## src/scix_flag_alu.sv

```systemverilog
// package of opcodes and widths for the system control executer, plus the
// combinational flag logic unit it uses
// assumes a single clock domain; instruction words come from fetch logic
`timescale 1ns/1ps
`default_nettype none
package scix_pkg;
    // ==========================================
    // widths
    localparam int WORD_W = 16;
    localparam int FLAG_W = 8;
    localparam int VEC_W = 2;
    // ==========================================
    // opcodes, held in instruction bits 15:8
    localparam logic [7:0] OP_NOP = 8'h01;
    localparam logic [7:0] OP_SLEEP = 8'h02;
    localparam logic [7:0] OP_RETEX = 8'h03;
    localparam logic [7:0] OP_TRAP = 8'h04;
    localparam logic [7:0] OP_LOADF_IMM = 8'h05;
    localparam logic [7:0] OP_LOADF_REG = 8'h06;
    localparam logic [7:0] OP_LOADF_MEM = 8'h07;
    localparam logic [7:0] OP_STOREF_REG = 8'h08;
    localparam logic [7:0] OP_STOREF_MEM = 8'h09;
    localparam logic [7:0] OP_AND_F = 8'h0A;
    localparam logic [7:0] OP_OR_F = 8'h0B;
    localparam logic [7:0] OP_XOR_F = 8'h0C;
    // ==========================================
    // reset values and timing
    localparam logic [7:0] FLAGS_RST = 8'h80;
    localparam int MEM_STATES = 2;
    // ==========================================
    // executer states
    typedef enum logic [4:0]
    {
        S_IDLE = 5'h01,
        S_RD1 = 5'h02,
        S_RD2 = 5'h04,
        S_WR1 = 5'h08,
        S_WR2 = 5'h10
    } scix_state_t;
endpackage

module scix_flag_alu
(
    input wire logic [7:0] op,
    input wire logic [scix_pkg::FLAG_W-1:0] flags,
    input wire logic [scix_pkg::FLAG_W-1:0] imm,
    output logic hit,
    output logic [scix_pkg::FLAG_W-1:0] result
);
    import scix_pkg::*;
    // ==========================================
    // byte-wide flag logic
    always_comb
    begin
        hit = 1'b1;
        case (op)
            OP_AND_F: result = flags & imm;
            OP_OR_F: result = flags | imm;
            OP_XOR_F: result = flags ^ imm;
            default:
            begin
                hit = 1'b0;
                result = flags;
            end
        endcase
    end
endmodule
`default_nettype wire

```

## src/scix_exec.sv

```systemverilog
// system control instruction executer: trap, return, sleep, flag load,
// flag store, flag logic and no-operation
// assumes fetch, register file and memory all run on SYS_CLK
`timescale 1ns/1ps
`default_nettype none
module scix_exec
(
    input wire logic SYS_CLK,
    input wire logic RESET,
    input wire logic INSTR_VALID,
    input wire logic [scix_pkg::WORD_W-1:0] INSTR_WORD,
    input wire logic [scix_pkg::WORD_W-1:0] OPERAND_ADDR,
    output logic INSTR_READY,
    input wire logic [scix_pkg::WORD_W-1:0] REG_RDATA,
    output logic REG_WE,
    output logic [scix_pkg::WORD_W-1:0] REG_WDATA,
    output logic MEM_REQ,
    output logic MEM_WE,
    output logic [scix_pkg::WORD_W-1:0] MEM_ADDR,
    output logic [scix_pkg::WORD_W-1:0] MEM_WDATA,
    input wire logic [scix_pkg::WORD_W-1:0] MEM_RDATA,
    output logic [scix_pkg::FLAG_W-1:0] CONDITION_FLAGS,
    output logic TRAP_START,
    output logic [scix_pkg::VEC_W-1:0] TRAP_VECTOR,
    output logic RETURN_START,
    output logic SLEEP_REQ,
    output logic PC_INC2
);
    import scix_pkg::*;

    typedef struct packed
    {
        scix_state_t st;
        logic [FLAG_W-1:0] flags;
        logic trap;
        logic [VEC_W-1:0] vec;
        logic ret;
        logic sleep;
        logic pc2;
        logic reg_we;
        logic [WORD_W-1:0] reg_wdata;
        logic mem_req;
        logic mem_we;
        logic [WORD_W-1:0] mem_addr;
        logic [WORD_W-1:0] mem_wdata;
    } scix_regs_t;

    scix_regs_t r_q;
    scix_regs_t r_d;
    logic accept;
    logic [7:0] op;
    logic alu_hit;
    logic [FLAG_W-1:0] alu_res;

    // ==========================================
    // decode
    assign INSTR_READY = (r_q.st == S_IDLE);
    assign accept = INSTR_VALID && INSTR_READY;
    assign op = INSTR_WORD[15:8];

    scix_flag_alu u_alu
    (
        .op(op),
        .flags(r_q.flags),
        .imm(INSTR_WORD[7:0]),
        .hit(alu_hit),
        .result(alu_res)
    );

    // ==========================================
    // next state
    always_comb
    begin
        r_d = r_q;
        r_d.trap = 1'b0;
        r_d.ret = 1'b0;
        r_d.sleep = 1'b0;
        r_d.pc2 = 1'b0;
        r_d.reg_we = 1'b0;
        case (r_q.st)
            S_IDLE:
            begin
                if (accept)
                begin
                    if (alu_hit)
                    begin
                        r_d.flags = alu_res;
                    end
                    case (op)
                        OP_NOP: r_d.pc2 = 1'b1;
                        OP_SLEEP: r_d.sleep = 1'b1;
                        OP_RETEX: r_d.ret = 1'b1;
                        OP_TRAP:
                        begin
                            r_d.trap = 1'b1;
                            r_d.vec = INSTR_WORD[VEC_W-1:0];
                        end
                        OP_LOADF_IMM: r_d.flags = INSTR_WORD[7:0];
                        OP_LOADF_REG: r_d.flags = REG_RDATA[7:0];
                        OP_LOADF_MEM:
                        begin
                            r_d.st = S_RD1;
                            r_d.mem_req = 1'b1;
                            r_d.mem_we = 1'b0;
                            r_d.mem_addr = OPERAND_ADDR;
                        end
                        OP_STOREF_REG:
                        begin
                            r_d.reg_we = 1'b1;
                            r_d.reg_wdata = {8'h00, r_q.flags};
                        end
                        OP_STOREF_MEM:
                        begin
                            r_d.st = S_WR1;
                            r_d.mem_req = 1'b1;
                            r_d.mem_we = 1'b1;
                            r_d.mem_addr = OPERAND_ADDR;
                            r_d.mem_wdata = {8'h00, r_q.flags};
                        end
                        default: r_d.pc2 = 1'b0;
                    endcase
                end
            end
            S_RD1: r_d.st = S_RD2;
            S_RD2:
            begin
                r_d.st = S_IDLE;
                r_d.mem_req = 1'b0;
                r_d.flags = MEM_RDATA[7:0];
            end
            S_WR1: r_d.st = S_WR2;
            S_WR2:
            begin
                r_d.st = S_IDLE;
                r_d.mem_req = 1'b0;
                r_d.mem_we = 1'b0;
            end
            default: r_d.st = S_IDLE;
        endcase
    end

    // ==========================================
    // state register
    always_ff @(posedge SYS_CLK or posedge RESET)
    begin
        if (RESET)
        begin
            r_q <= '0;
            r_q.st <= S_IDLE;
            r_q.flags <= FLAGS_RST;
        end
        else
        begin
            r_q <= r_d;
        end
    end

    // ==========================================
    // outputs
    assign REG_WE = r_q.reg_we;
    assign REG_WDATA = r_q.reg_wdata;
    assign MEM_REQ = r_q.mem_req;
    assign MEM_WE = r_q.mem_we;
    assign MEM_ADDR = r_q.mem_addr;
    assign MEM_WDATA = r_q.mem_wdata;
    assign CONDITION_FLAGS = r_q.flags;
    assign TRAP_START = r_q.trap;
    assign TRAP_VECTOR = r_q.vec;
    assign RETURN_START = r_q.ret;
    assign SLEEP_REQ = r_q.sleep;
    assign PC_INC2 = r_q.pc2;

    // ==========================================
    // checks
    a_trap_start: assert property (@(posedge SYS_CLK)
        disable iff (RESET) accept && op == OP_TRAP |=> (TRAP_START
            && TRAP_VECTOR == $past(INSTR_WORD[VEC_W-1:0]))
            ##1 (!TRAP_START || $past(accept && op == OP_TRAP)))
        else $error("trap start missing");
    a_return_pulse: assert property (@(posedge SYS_CLK)
        disable iff (RESET) RETURN_START |-> $past(accept && op == OP_RETEX))
        else $error("return pulse without cause");
    a_sleep_req: assert property (@(posedge SYS_CLK)
        disable iff (RESET) accept && op == OP_SLEEP |=> SLEEP_REQ
            && $stable(CONDITION_FLAGS))
        else $error("sleep request missing");
    a_mem_flag_load: assert property (@(posedge SYS_CLK)
        disable iff (RESET) accept && op == OP_LOADF_MEM |=> ##2
            CONDITION_FLAGS == $past(MEM_RDATA[7:0]))
        else $error("flag load from memory wrong");
    a_mem_flag_store: assert property (@(posedge SYS_CLK)
        disable iff (RESET) accept && op == OP_STOREF_MEM |=> MEM_WE
            && MEM_WDATA == {8'h00, $past(CONDITION_FLAGS)})
        else $error("flag store word wrong");
    a_and_flags: assert property (@(posedge SYS_CLK)
        disable iff (RESET) accept && op == OP_AND_F |=> CONDITION_FLAGS
            == ($past(CONDITION_FLAGS) & $past(INSTR_WORD[7:0])))
        else $error("and flags wrong");
    a_or_flags: assert property (@(posedge SYS_CLK)
        disable iff (RESET) accept && op == OP_OR_F |=> CONDITION_FLAGS
            == ($past(CONDITION_FLAGS) | $past(INSTR_WORD[7:0])))
        else $error("or flags wrong");
    a_xor_flags: assert property (@(posedge SYS_CLK)
        disable iff (RESET) accept && op == OP_XOR_F |=> CONDITION_FLAGS
            == ($past(CONDITION_FLAGS) ^ $past(INSTR_WORD[7:0])))
        else $error("xor flags wrong");
    a_nop_only_pc: assert property (@(posedge SYS_CLK)
        disable iff (RESET) accept && op == OP_NOP |=> PC_INC2
            && $stable(CONDITION_FLAGS) && !MEM_REQ
            && !REG_WE && !TRAP_START)
        else $error("no-operation changed state");
    a_mem_two_states: assert property (@(posedge SYS_CLK)
        disable iff (RESET) $rose(MEM_REQ) |-> MEM_REQ [*2] ##1 !MEM_REQ)
        else $error("memory access not two states");
    a_busy_not_ready: assert property (@(posedge SYS_CLK)
        disable iff (RESET) MEM_REQ |-> !INSTR_READY)
        else $error("ready during memory access");
endmodule
`default_nettype wire

```

## config.mk

```make
export PLATFORM = sky130hd
export DESIGN_NAME = scix_exec
export DESIGN_NICKNAME = d
export VERILOG_FILES = /design/src/scix_flag_alu.sv /design/src/scix_exec.sv
export SDC_FILE = /design/constraint.sdc
export NUM_CORES = 1
export LEC_CHECK = 0
export ABC_AREA = 1
export ABC_CLOCK_PERIOD_IN_PS = 2400
export BUFFER_PORTS_ARGS = -buffer_cell sky130_fd_sc_hd__buf_2
export CORE_ASPECT_RATIO = 2
export CORE_MARGIN = 1
export CORE_UTILIZATION = 45
export CTS_CLUSTER_SIZE = 24
export DETAILED_ROUTE_END_ITERATION = 8
export MAX_ROUTING_LAYER = met4
export PLACE_DENSITY_LB_ADDON = 0.15
export SLEW_MARGIN = 20
export SYNTH_ARGS = -nofsm -noshare
export SYNTH_HDL_FRONTEND = slang
export SYNTH_SLANG_ARGS = --single-unit
export TNS_END_PERCENT = 5
```

## constraint.sdc

```tcl
create_clock -name SYS_CLK -period 2.4 [get_ports SYS_CLK]
set_input_delay 0.6 -clock SYS_CLK [delete_from_list [all_inputs] [get_ports SYS_CLK]]
set_output_delay 0.6 -clock SYS_CLK [all_outputs]
set_load 0.03 [all_outputs]
```

==> results_dict.tcl <==
set metrics [dict create \
    run_status "finished, final reports clean" \
    wirelength_um 7833 \
    dieArea_sq_mm 0.008101 \
    area_growth_pct 12.31 \
    num-fill-cells 805 \
    synth_cells 451 \
    ios 133 \
    n_antenna_cell 0 \
    pwr-share-comb_pct 35.1 \
    critPathKind "flop to output pin" \
    power.internal_w 0.001887 \
    register_area_sq_mm 0.001354 \
    grt_pass1_vias 2830 \
    clkSlewWorstSetupHoldPaths_ns 0.07 \
    p_switching_w 0.001220 \
    postCtsSetupRepairBufs 0 \
    tns_ns 0 \
    drc 0 \
    cp.required_ns 1.80 \
    cts_buffers 5 \
    overflow 0 \
    grtUsageTotal_pct 21.88 \
    max_freq_mhz 463.6 \
    die_height_um 126.3 \
    crit_start "r_q[68]$_DFFE_PP0P_" \
    p_per_area_mw_per_mm2 796.0 \
    yosysSeqAreaShare_pct 38.95 \
    vias 2923 \
    crit_path_end "INSTR_READY" \
    crit_path_max_fanout 19 \
    post-route-cell-area_sq_mm 0.003904 \
    max_stage_delay_ns 0.41 \
    r2r_start "r_q[68]$_DFFE_PP0P_" \
    nets 597 \
    drv_slew 0 \
    place.gp.congestion 0.7967 \
    syn_area_sq_mm 0.003476 \
    ctsResizeCount 0 \
    cts_tree "yes" \
    p_clk_share_pct 27.9 \
    cp.arrival_ns 1.56 \
    p_total_w 0.003107 \
    grt_antenna_before_repair 0 \
    clockRootBuffer "clkbuf_16" \
    skew_ns 0.008551 \
    die_w_um 64.15 \
    firstDrtPassIters 4 \
    multiInputGateArea_sq_mm 0.001529 \
    antenna_left 0 \
    fin_crit_sh_pct 89.88 \
    layout-drive-gt1-share_pct 27.96 \
    power_frac_seq_pct 37.0 \
    hold_path.class "input pin to asynchronous set/reset pin" \
    via_per_inst 4.800 \
    final_common_cell "nand2_1" \
    r2r-end "MEM_WE$_DFFE_PP0P_" \
    fin_util_pct 51.74 \
    leakagePower_nw 2.194 \
    synth.ff_latch_count 54 \
    slowest_stage "dfrtp_1" \
    wl_per_cell_um 12.86 \
    clock_path_buffers 2 \
    max-vdd-ir-drop_v 0.0004863 \
    placed_cell_area_sq_mm 0.003726 \
    yosys_warnings 0 \
    rows 45 \
    cap_violations 0 \
    hold_slack_ns 0.2844 \
    h-tree-depth 2 \
    final_hold_viol_count 0 \
    design.core.area_sq_mm 0.007545 \
    holdBufCountCts 0 \
    setup.worst_path.start_class "flop" \
    io_buffers 100 \
    start_util_pct 46.07 \
    mostFrequentLayoutCells "nand2_1, buf_2, dfrtp_1, nand3_1, nor2_1" \
    rrSetupSlack_ns 0.60 \
    clk_latency_ns 0.30 \
    syn_area_per_cell_sq_um 7.707 \
    setup_violations 0 \
    min_period_ns 2.157 \
    drt_iter0_markers 115 \
    grt_pass1_wl_um 13200 \
    post-dp-hpwl_um 6175 \
    rsz0062_at_grt "no" \
    worstPathCellList "nor2_4 -> nand4_4 -> inv_2 -> buf_2" \
    sw_frac_of_total_pct 39.26 \
    grt_max_degree 21 \
    setup.worst_path.end_class "output pin" \
    rr_worst_depth 8 \
    cts.sinks 54 \
    synth_cell_type_count 29 \
]
[state kept, by name, indices dropped and copies added, names as in the netlist]
signal,cells
MEM_ADDR,16
CONDITION_FLAGS,8
MEM_WDATA,8
REG_WDATA,8
r_q,5
TRAP_VECTOR,2
MEM_REQ,1
MEM_WE,1
PC_INC2,1
REG_WE,1
RETURN_START,1
SLEEP_REQ,1
TRAP_START,1
[worst max-delay path, delay by kind of cell, from the launching register on]
kind / cells / cell delay [ns]
simple gates: 2 / 0.30
buf+inv: 2 / 0.55
flops: 1 / 0.41
[power groups by stage]
stage / sequential, W / combinational [W] / clock, W
after CTS: 0.00115 / 0.00111 / 0.000889
after global routing: 0.00117 / 0.00123 / 0.000924
after global placement: 0.00116 / 0.00108 / 0
after floorplan: 0.00114 / 0.000971 / 0
final: 0.00115 / 0.00109 / 0.000868
after detailed placement: 0.00117 / 0.00110 / 0
[kinds of logic after synthesis]
| kind of cell | count (synthesis) | synth area share [%] |
|---|---|---|
| simple gates | 229 | 29.99 |
| compound gates | 40 | 6.516 |
| buf+inv | 111 | 18.68 |
| flops | 54 | 38.95 |
| fa+ha+maj | 16 | 5.759 |
| other cells | 1 | 0.1079 |
[per-stage QoR]
step,cells,worst slack (ns)
3_3_place_gp,601,0.2193
6_report,609,0.2429
3_5_place_dp,601,0.2150
5_1_grt,609,0.1723
2_1_floorplan,466,0.4887
4_1_cts,609,0.2189
[layout make-up]
cell class	instances	area share (%)
clock buffer	6	3.558
clock inverter	2	0.9936
inverter	44	4.231
multi-input combinational	301	39.17
sequential	54	34.68
tap	94	3.013
timing repair buffer	108	14.36
[how the worst min path moves through the flow]
stage                          endpoint  slack (ns)  depth (start not counted)
2_1_floorplan   MEM_ADDR[0]$_DFFE_PP0P_        0.45                          2
3_3_place_gp    MEM_ADDR[9]$_DFFE_PP0P_        0.46                          2
3_5_place_dp    MEM_ADDR[7]$_DFFE_PP0P_        0.46                          2
4_1_cts        MEM_WDATA[0]$_DFFE_PP0P_        0.29                          2
5_1_grt        REG_WDATA[0]$_DFFE_PP0P_        0.32                          2
6_report       MEM_WDATA[0]$_DFFE_PP0P_        0.28                          2
[layer usage]
metal | GRT usage [%] | up-vias | share of wire, %
met3 | 2.968 | 14 | 4.0
li1 | - | 1477 | -
met1 | 22.13 | 1338 | 38
met2 | 40.80 | 94 | 56
met5 | - | - | 0
met4 | 9.281 | 0 | 2.8
[Yosys cell counts]
| library cell | count | area [sq um] |
|---|---|---|
| a21oi_1 | 10 | 50.05 |
| a21oi_2 | 1 | 8.760 |
| a21oi_4 | 1 | 16.27 |
| buf_1 | 1 | 3.750 |
| buf_2 | 3 | 15.01 |
| buf_4 | 59 | 442.9 |
| buf_6 | 1 | 11.26 |
| clkbuf_1 | 3 | 11.26 |
| conb_1 | 1 | 3.750 |
| dfrtp_1 | 52 | 1301 |
| dfstp_2 | 2 | 52.55 |
| ha_1 | 16 | 200.2 |
| inv_1 | 36 | 135.1 |
| inv_2 | 8 | 30.03 |
| nand2_1 | 120 | 450.4 |
| nand2_2 | 1 | 6.260 |
| nand3_1 | 44 | 220.2 |
| nand3_2 | 2 | 20.02 |
| nand3_4 | 1 | 17.52 |
| nand4_1 | 6 | 37.54 |
| nand4_4 | 1 | 21.27 |
| nor2_1 | 39 | 146.4 |
| nor2_2 | 2 | 12.51 |
| nor2_4 | 7 | 78.83 |
| nor3_1 | 5 | 25.02 |
| nor4_1 | 1 | 6.260 |
| o21ai_0 | 16 | 80.08 |
| o21ai_1 | 11 | 55.05 |
| o21ai_4 | 1 | 16.27 |
(Power assumes the default switching activity.)
